**src/core/cmpsel_defs.svh**
```systemverilog
// Overview of operation
// - Bits 1 to 0 of each control B register pick which of four shared minus pins feeds that comparator's minus input.
// - Minus select code 00 picks shared pin 0, 01 pin 1, 10 pin 2 and 11 pin 3.
// - The output mirror register shows comparator 2's live result at bit 1 and comparator 1's at bit 0.
// - Mirror bits 7 to 2 and control B bits 3 to 2 read as zero and ignore writes.
// - All control B fields and both mirror bits are zero after any reset.
`ifndef CMPSEL_DEFS_SVH
`define CMPSEL_DEFS_SVH

// =====================================================================
// Register offsets
`define CMPSEL_OFF_CTRLB1 4'h0
`define CMPSEL_OFF_CTRLB2 4'h1
`define CMPSEL_OFF_MIRROR 4'h2
`define CMPSEL_OFF_FLAGS 4'h3

// =====================================================================
// Field positions of control B
`define CMPSEL_BIT_RISE 7
`define CMPSEL_BIT_FALL 6
`define CMPSEL_PSEL_HI 5
`define CMPSEL_PSEL_LO 4
`define CMPSEL_NSEL_HI 1
`define CMPSEL_NSEL_LO 0
`define CMPSEL_CTRLB_MASK 8'hF3

// =====================================================================
// Reset values
`define CMPSEL_CTRLB_RST 8'h00
`define CMPSEL_MIRROR_RST 2'h0

`endif

```
**src/core/cmpsel_pkg.sv**
```systemverilog
package cmpsel_pkg;
	// Plus input source choices
	typedef enum logic [1:0] {
		CMPSEL_PLUS_PIN = 2'b00,
		CMPSEL_PLUS_DAC = 2'b01,
		CMPSEL_PLUS_FIXED = 2'b10,
		CMPSEL_PLUS_GND = 2'b11
	} cmpsel_plus_e;
	typedef logic [7:0] cmpsel_byte_t;
endpackage : cmpsel_pkg

```
**src/core/cmpsel_edge.sv**
```systemverilog
`timescale 1ns/1ps
`default_nettype none
`include "cmpsel_defs.svh"
// One comparator: synchroniser, edge detector and sticky flag
module cmpsel_edge (
	input wire logic clk, // System clock
	input wire logic rst, // Async reset, high
	input wire logic result_async, // Raw comparator result
	input wire logic rise_en, // Rising edge enable
	input wire logic fall_en, // Falling edge enable
	input wire logic flag_clr, // One-cycle clear from software
	output logic result_sync, // Synchronised result
	output logic flag // Sticky edge flag
);
	logic meta_reg;
	logic sync_reg;
	logic prev_reg;
	logic flag_reg;
	wire logic rise_hit;
	wire logic fall_hit;
	wire logic flag_next;

	// =================================================================
	// Edge decode; set beats a clear in the same cycle
	assign rise_hit = rise_en & sync_reg & ~prev_reg;
	assign fall_hit = fall_en & ~sync_reg & prev_reg;
	assign flag_next = (rise_hit | fall_hit) | (flag_reg & ~flag_clr);

	// Analog result is asynchronous, so two stages before any logic
	always_ff @(posedge clk or posedge rst) begin
		if (rst) begin
			meta_reg <= 1'b0;
			sync_reg <= 1'b0;
			prev_reg <= 1'b0;
			flag_reg <= 1'b0;
		end else begin
			meta_reg <= result_async;
			sync_reg <= meta_reg;
			prev_reg <= sync_reg;
			flag_reg <= flag_next;
		end
	end

	assign result_sync = sync_reg;
	assign flag = flag_reg;
endmodule : cmpsel_edge
`default_nettype wire

```
**src/core/cmpsel_top.sv**
```systemverilog
`timescale 1ns/1ps
`default_nettype none
`include "cmpsel_defs.svh"
// Comparator input select, output mirror and edge flag logic
module cmpsel_top (
	input wire logic clk, // System clock, 25 MHz
	input wire logic rst, // Async reset, high
	input wire logic [3:0] addr, // Register address
	input wire logic [7:0] wdata, // Write data
	input wire logic wr, // Write strobe
	input wire logic rd, // Read strobe
	output logic [7:0] rdata, // Read data, cycle after rd
	input wire logic comparator_result_1, // Raw result, comparator 1
	input wire logic comparator_result_2, // Raw result, comparator 2
	output logic [1:0] plus_input_select_1, // Plus source, comparator 1
	output logic [1:0] plus_input_select_2, // Plus source, comparator 2
	output logic [1:0] minus_input_select_1, // Minus pin, comparator 1
	output logic [1:0] minus_input_select_2, // Minus pin, comparator 2
	output logic [3:0] minus_pin_onehot_1, // Shared pin switches, cmp 1
	output logic [3:0] minus_pin_onehot_2, // Shared pin switches, cmp 2
	output logic cmp1_irq_flag, // Sticky edge flag, comparator 1
	output logic cmp2_irq_flag // Sticky edge flag, comparator 2
);
	cmpsel_pkg::cmpsel_byte_t ctrlb1_reg;
	cmpsel_pkg::cmpsel_byte_t ctrlb2_reg;
	cmpsel_pkg::cmpsel_byte_t rdata_reg;
	cmpsel_pkg::cmpsel_byte_t rdata_next;
	wire logic sel_b1;
	wire logic sel_b2;
	wire logic sel_mir;
	wire logic sel_flg;
	wire logic [1:0] mirror;
	wire logic [1:0] flags;
	wire logic [1:0] flag_clr;

	// Minus select code maps straight to a shared pin index
	function automatic logic [3:0] pin_decode(input logic [1:0] code);
		pin_decode = 4'h1 << code;
	endfunction : pin_decode

	// =================================================================
	// Address decode
	assign sel_b1 = (addr == `CMPSEL_OFF_CTRLB1);
	assign sel_b2 = (addr == `CMPSEL_OFF_CTRLB2);
	assign sel_mir = (addr == `CMPSEL_OFF_MIRROR);
	assign sel_flg = (addr == `CMPSEL_OFF_FLAGS);
	// Write one to clear a flag bit
	assign flag_clr = (wr & sel_flg) ? wdata[1:0] : 2'h0;

	// =================================================================
	// Control B registers; reserved bits are masked off on write
	always_ff @(posedge clk or posedge rst) begin
		if (rst) begin
			ctrlb1_reg <= `CMPSEL_CTRLB_RST;
			ctrlb2_reg <= `CMPSEL_CTRLB_RST;
		end else begin
			if (wr & sel_b1)
				ctrlb1_reg <= wdata & `CMPSEL_CTRLB_MASK;
			if (wr & sel_b2)
				ctrlb2_reg <= wdata & `CMPSEL_CTRLB_MASK;
		end
	end

	// =================================================================
	// Per-comparator edge logic
	cmpsel_edge u_edge1 (
		.clk(clk),
		.rst(rst),
		.result_async(comparator_result_1),
		.rise_en(ctrlb1_reg[`CMPSEL_BIT_RISE]),
		.fall_en(ctrlb1_reg[`CMPSEL_BIT_FALL]),
		.flag_clr(flag_clr[0]),
		.result_sync(mirror[0]),
		.flag(flags[0])
	);
	cmpsel_edge u_edge2 (
		.clk(clk),
		.rst(rst),
		.result_async(comparator_result_2),
		.rise_en(ctrlb2_reg[`CMPSEL_BIT_RISE]),
		.fall_en(ctrlb2_reg[`CMPSEL_BIT_FALL]),
		.flag_clr(flag_clr[1]),
		.result_sync(mirror[1]),
		.flag(flags[1])
	);

	// =================================================================
	// Read mux; unmapped addresses read zero
	always_comb begin
		rdata_next = 8'h00;
		if (sel_b1)
			rdata_next = ctrlb1_reg;
		else if (sel_b2)
			rdata_next = ctrlb2_reg;
		else if (sel_mir)
			rdata_next = {6'h00, mirror};
		else if (sel_flg)
			rdata_next = {6'h00, flags};
	end

	// Read data held only in the cycle after the strobe
	always_ff @(posedge clk or posedge rst) begin
		if (rst)
			rdata_reg <= 8'h00;
		else
			rdata_reg <= rd ? rdata_next : 8'h00;
	end

	// =================================================================
	// Analog routing controls
	assign plus_input_select_1 =
		ctrlb1_reg[`CMPSEL_PSEL_HI:`CMPSEL_PSEL_LO];
	assign plus_input_select_2 =
		ctrlb2_reg[`CMPSEL_PSEL_HI:`CMPSEL_PSEL_LO];
	assign minus_input_select_1 =
		ctrlb1_reg[`CMPSEL_NSEL_HI:`CMPSEL_NSEL_LO];
	assign minus_input_select_2 =
		ctrlb2_reg[`CMPSEL_NSEL_HI:`CMPSEL_NSEL_LO];
	assign minus_pin_onehot_1 = pin_decode(minus_input_select_1);
	assign minus_pin_onehot_2 = pin_decode(minus_input_select_2);
	assign rdata = rdata_reg;
	assign cmp1_irq_flag = flags[0];
	assign cmp2_irq_flag = flags[1];
endmodule : cmpsel_top
`default_nettype wire

```
**config.mk**
```make
export PLATFORM = sky130hd
export DESIGN_NAME = cmpsel_top
export DESIGN_NICKNAME = d
export VERILOG_FILES = /design/src/core/cmpsel_pkg.sv /design/src/core/cmpsel_edge.sv /design/src/core/cmpsel_top.sv
export VERILOG_INCLUDE_DIRS = /design/src /design/src/core
export SDC_FILE = /design/constraint.sdc
export NUM_CORES = 1
export LEC_CHECK = 0
export BUFFER_PORTS_ARGS = -buffer_cell sky130_fd_sc_hd__clkbuf_2
export CAP_MARGIN = 25
export CORE_ASPECT_RATIO = 0.7
export CORE_MARGIN = 2
export CORE_UTILIZATION = 47
export CTS_CLUSTER_DIAMETER = 80
export CTS_CLUSTER_SIZE = 12
export DETAILED_ROUTE_END_ITERATION = 6
export PLACE_DENSITY = 0.87
export SYNTH_ARGS = -nofsm -noshare
export SYNTH_HDL_FRONTEND = slang
export SYNTH_HIERARCHICAL = 1
export SYNTH_SLANG_ARGS = --single-unit
```
**constraint.sdc**
```tcl
create_clock -name clk -period 1.7 [get_ports clk]
set_clock_uncertainty 0.1 [all_clocks]
set_input_delay 0.34 -clock clk [delete_from_list [all_inputs] [get_ports clk]]
set_output_delay 0.34 -clock clk [all_outputs]
set_load 0.02 [all_outputs]
```
==> impl_metrics.toml, run 1 <==
[worst_hold_path]
worstHoldStart = "comparator_result_1"
hp-class = "in -> reg"

[drt]
wl_mm = 2.34
drc = 0
drt_iter0_markers = 23
vias = 826
post_drt_wl_per_cell_um = 14.1
viasPerCell = 4.98
firstDrtPassIters = 4
ant_nets = 0

[synth]
synth_compound_area_share_pct = 4.73
synthAdderAreaFrac_pct = 0
netlist.area_leader.share_pct = 53.4
synth-seq-cells = 26
yosys.area.top_type = "dfrtp_1"
netlist-cell-type-count = 22
synth_simple_gate_area_share_pct = 13.5
synth_seq_area_share_pct = 53.4
synth_xor_area_share_pct = 0
ys.warnings.count = 6
synth_mux_area_share_pct = 17.9
synth_top_family_by_area = "multiplexers"
synthCells = 97
synth.avg_cell_area_um2 = 12.6
synthesis.area_mm2 = 0.00122
synth.top_cells.by_area = "dfrtp_1 53%, mux2_4 7.4%, buf_4 6.2%"

[critical_path]
worstSetupEndpoint = "minus_pin_onehot_2[1]"
crit_path_start = "ctrlb2_reg[0]"
end_kind = "output port"
crit_arrival_ns = 1.07
rr_worst_depth = 3
critPathMaxFanout = 7
critPathKind = "reg -> out"
r2r_start = "ctrlb1_reg[1]"
max_stage_delay_ns = 0.45
cpMaxStageDelayCell = "dfrtp_1"
r2r_setup_slack_ns = 0.34
worstReg2RegEnd = "rdata[1]"
start_kind = "register"
path_cells = "nor2b_1 > clkbuf_2"
crit_required_ns = 1.26

[clocking]
cts_buffers = 3
clkTransAtPathRegs_ns = 0.09
clockBufferDepth = 2
cts_setup_buffers = 0
clk_latency_ns = 0.27
ctsRootBufferMaster = "clkbuf_8"
clock-sinks = 26
cts_tree = "built"
htreeDepth = 1

[global_route]
gr-total-overflow = 0
antenna_found_initial = 0
grt_max_degree = 19
grt.total_usage_pct = 16.9
grt_pass1_vias = 767
grt_pass1_wl_mm = 3.59

[power_and_ir_drop]
cellLeakagePower_uw = 0.000764
vdd_drop_max_v = 0.000736
p_per_area_mw_per_mm2 = 1200

[timing]
hold_violations = 0
holdWs_ns = 0.0706
clock.fmax_mhz = 664
worst_slew_pin_slew_ns = 0.659
slew_headroom_pct = 56.0
fin_crit_ns = 1.51
setup_viol = 0
slew_violations = 0
fin_crit_sh_pct = 88.6
tns_ns = 0
rsz0062_at_grt = "no"

[flow_run]
cap_violations = 0

[floorplan]
die_x_um = 64.8
rows = 15
initial_core_util_pct = 49.5
io_pins = 44
dieArea_mm2 = 0.00302
core_area_mm2 = 0.00246
die_y_um = 46.6

[placement]
port_buffers = 39
hpwl_mm = 1.76
post_dp_cell_area_mm2 = 0.00138
gp_congestion = 0.797
placed_cells = 161

[cells_and_area]
drive_gt1_share_pct = 48.5
num_antenna_cells = 0
stdcell_count = 166
final_area_mm2 = 0.00146
syn2layout_area_growth_pct = 19.7
fin_nets = 151

[run_status]
status = "completed"
-- logic make-up after synthesis --
family          Yosys count
simple gates             27
flops                    26
buf+inv                  19
mux                      18
compound gates            6
other cells               1
-- cell usage after synthesis (all sizes together) --
library cell  number
dfrtp             26
buf               12
mux2              12
nor2              10
inv                7
mux2i              6
nor2b              4
nand3b             3
a21oi              2
and2               2
nand2              2
o2111ai            2
o221ai             2
or3                2
and3               1
conb               1
nand4              1
nand4b             1
or2b               1
-- what timing repair did --
item / CTS / global route
resized for setup: 0 / 0
hold buffers: 1 / 0
endpoints found under the hold margin: 8 / 0
-- metal layers --
layer | wire length [um] | track usage [%] | vias to the layer above | part of all wire [%]
met2 | 1150 | 30.9 | 39 | 49
met1 | 983 | 18.9 | 397 | 42
met3 | 179 | 5.38 | 6 | 7.6
li1 | - | - | 384 | -
met4 | 27 | 6.81 | 0 | 1.2
met5 | 0 | 0 | - | 0
-- area by class of cell --
type                            count  area (um2)
Clock inverter                      1        30.0
Timing Repair Buffer               42         220
Clock buffer                        3        41.3
Multi-Input combinational cell     53         447
Fill cell                         218        1000
Tap cell                           34        42.5
Sequential cell                    26         651
Inverter                            7        26.3
-- metrics by stage --
step	setup WS [ns]	total power, uW	util (%)
finish	0.194	1750	59.3
floorplan	0.407	1150	-
global route	0.124	1830	59.3
global placement	0.174	1230	56.0
detailed placement	0.141	1260	56.0
CTS	0.180	1760	59.3
-- worst max-delay path: cells and delay by family (launching register included) --
family                 cells  cell delay (ns)
buffers and inverters      1             0.18
flip-flops                 1             0.45
AND/OR/NAND/NOR            1             0.17
-- where the power goes --
| group | switching (uW) | internal (uW) |
|---|---|---|
| registers | 87.1 | 703 |
| logic | 257 | 200 |
| clock network | 191 | 315 |
| total | 535 | 1220 |
-- cell usage in the layout (no fill, tap or decap) --
cell type	instances
clkbuf_8	3
bufinv_16	1
nor2_4	1
dlygate4sd3_1	1
dfrtp_1	26
o2111ai_1	2
mux2i_1	6
nand3b_1	3
mux2_2	6
and3_1	1
mux2_4	6
nand4_1	1
nand2_1	2
a21oi_1	2
or2b_2	1
nor2_1	9
buf_4	2
and2_1	2
o221ai_2	2
nor2b_1	4
conb_1	2
nand4b_2	1
clkbuf_2	39
or3_2	2
inv_1	7
-- worst min path at each step --
stage | to | slack, ns | cells after the start
after floorplan | u_edge1/flag | 0.006 | 1
after global routing | u_edge2/meta_reg | 0.05 | 1
after global placement | u_edge2/meta_reg | 0.12 | 2
final | u_edge1/meta_reg | 0.07 | 1
after CTS | u_edge1/meta_reg | 0.06 | 1
after detailed placement | u_edge2/prev_reg | 0.13 | 2
Note: power is estimated with default switching activity, not from simulation.
==> inputs of run 2 (changes only) <==
--- a/config.mk
+++ b/config.mk
@@ -10,11 +10,10 @@
 export CAP_MARGIN = 25
 export CORE_ASPECT_RATIO = 0.7
 export CORE_MARGIN = 2
-export CORE_UTILIZATION = 47
-export CTS_CLUSTER_DIAMETER = 80
+export CORE_UTILIZATION = 48
 export CTS_CLUSTER_SIZE = 12
 export DETAILED_ROUTE_END_ITERATION = 6
-export PLACE_DENSITY = 0.87
+export PLACE_DENSITY = 0.75
 export SYNTH_ARGS = -nofsm -noshare
 export SYNTH_HDL_FRONTEND = slang
 export SYNTH_HIERARCHICAL = 1
==> run 2 against run 1 <==
Global-route usage down 1.2 points; clock power down 16%; power down 4.9%; via count up 0.61%; routed wire length down 8.7%; count of clock-buffer cells in the layout unchanged; die area down 1.9%; sequential power about the same; core utilization up 0.51 points; register-to-register slack about the same; design area about the same; maximum frequency down 3.4%; critical path type unchanged; largest cell class unchanged.
==> impl_metrics.toml, run 2 (synthesis gave the netlist of run 1 again) <==
[cells_and_area]
final_cell_mix = "39 x clkbuf_2, 26 x dfrtp_1, 9 x nor2_1"
syn2layout_area_growth_pct = 19.8
fin_nets = 153
seqCellArea_um2 = 651
final_common_cell = "clkbuf_2"
num_antenna_cells = 0
fillers = 215
drive_gt1_share_pct = 47.8
multi_input_area_um2 = 447
finish.utilization_pct = 59.8

[global_route]
grt_max_degree = 19
grt_use_met1_pct = 18.3
grt.total_usage_pct = 15.7
gr-usage-met2_pct = 27.7
gr-total-overflow = 0
grt_pass1_vias = 717
antenna_found_initial = 0
top_usage_layer = "met2"
grt_use_met3_pct = 5.87
grt_pass1_wl_mm = 3.28

[placement]
gp_congestion = 0.753
hpwl_mm = 1.67
port_buffers = 39

[floorplan]
die_y_um = 46.1
initial_core_util_pct = 49.9
core_area_mm2 = 0.00244
die_x_um = 64.2
rows = 15
io_pins = 44
dieArea_mm2 = 0.00296

[power_and_ir_drop]
power_frac_comb_pct = 27.1
cellLeakagePower_uw = 0.000765
sw_frac_of_total_pct = 31.4
p_int_uw = 1140
switchingPower_uw = 523
p_per_area_mw_per_mm2 = 1140
seqPwrFrac_pct = 47.2
vdd_drop_max_v = 0.000630
pwr-share-clk_pct = 25.6

[timing]
rsz0062_at_grt = "no"
worst_slew_pin_slew_ns = 0.640
setup_viol = 0
fin_crit_ns = 1.56
slew_violations = 0
fin_crit_sh_pct = 91.7
clock.fmax_mhz = 641
slew_headroom_pct = 57.3
tns_ns = 0
hold_violations = 0

[critical_path]
crit_arrival_ns = 1.12
end_kind = "output port"
start_kind = "register"
critPathKind = "reg -> out"
critPathMaxFanout = 7
crit_required_ns = 1.26

[drt]
drt_iter0_markers = 17
firstDrtPassIters = 4
drc = 0
ant_nets = 0
vias = 831
wl_mm = 2.14
post_drt_wl_per_cell_um = 12.7
viasPerCell = 4.95

[clocking]
cts_buffers = 3
clkTransAtPathRegs_ns = 0.14
htreeDepth = 1
cts_tree = "built"
cts_setup_buffers = 0
post_cts_resized = 0
ctsRootBufferMaster = "clkbuf_4"
clk_latency_ns = 0.34
clock-sinks = 26
clockBufferDepth = 2
holdBufCountCts = 3

[run_status]
status = "completed"

[worst_hold_path]
hp-class = "in -> reg"

[flow_run]
cap_violations = 0
## run 2: changes by cell type in the layout (fill, tap and decap cells not counted), sizes merged
cell,change
dlygate4sd3,+2
## run 2: metrics by stage
stage,instance area [um2],power [uW],setup WS [ns],cells,hold slack [ns]
final,1460,1670,0.141,168,0.138
after global routing,1460,1750,0.0566,168,0.111
after CTS,1460,1680,0.117,168,0.129
after detailed placement,1380,1250,0.199,161,0.136
after global placement,1380,1230,0.228,161,0.130
after floorplan,1220,1150,0.407,98,0.00608
## run 2: power by group through the flow
stage | Combinational, uW | Sequential [uW] | Clock [uW]
floorplan | 367 | 788 | 0
global placement | 442 | 792 | 0
detailed placement | 451 | 800 | 0
CTS | 457 | 788 | 436
global route | 488 | 802 | 465
finish | 452 | 787 | 427
## run 2: layout make-up
class | instances | share of cell area [%]
tap | 34 | 2.92
inverter | 7 | 1.80
multi-input combinational | 53 | 30.6
clock inverter | 1 | 2.06
clock buffer | 3 | 1.54
sequential | 26 | 44.6
timing repair buffer | 44 | 16.5
## run 2: worst max-delay path: stages, from the launching register on
cell and delay, ns:
dfrtp_1 0.46, and2_1 0.18, clkbuf_2 0.15
## run 2: per-layer routing
| metal | vias up | share of wire [%] | wire length, um |
|---|---|---|---|
| li1 | 393 | - | - |
| met1 | 403 | 42 | 906 |
| met2 | 32 | 48 | 1020 |
| met3 | 3 | 8.7 | 186 |
| met4 | 0 | 1.1 | 23 |
| met5 | - | 0 | 0 |
## run 2: worst paths after layout
| check | start | to | slack (ns) | cells after the start |
|---|---|---|---|---|
| hold reg to reg | u_edge2/meta_reg | u_edge2/result_sync | 0.26 | 0 |
| min in group asynchronous | rst | u_edge1/flag | 0.31 | 3 |
| setup / recovery | ctrlb2_reg[1] | minus_pin_onehot_2[3] | 0.14 | 2 |
| setup reg to reg | ctrlb1_reg[1] | rdata[1] | 0.35 | 3 |
| max in group asynchronous | rst | rdata[0] | 0.57 | 3 |
| hold / removal | wdata[7] | ctrlb1_reg[7] | 0.14 | 2 |
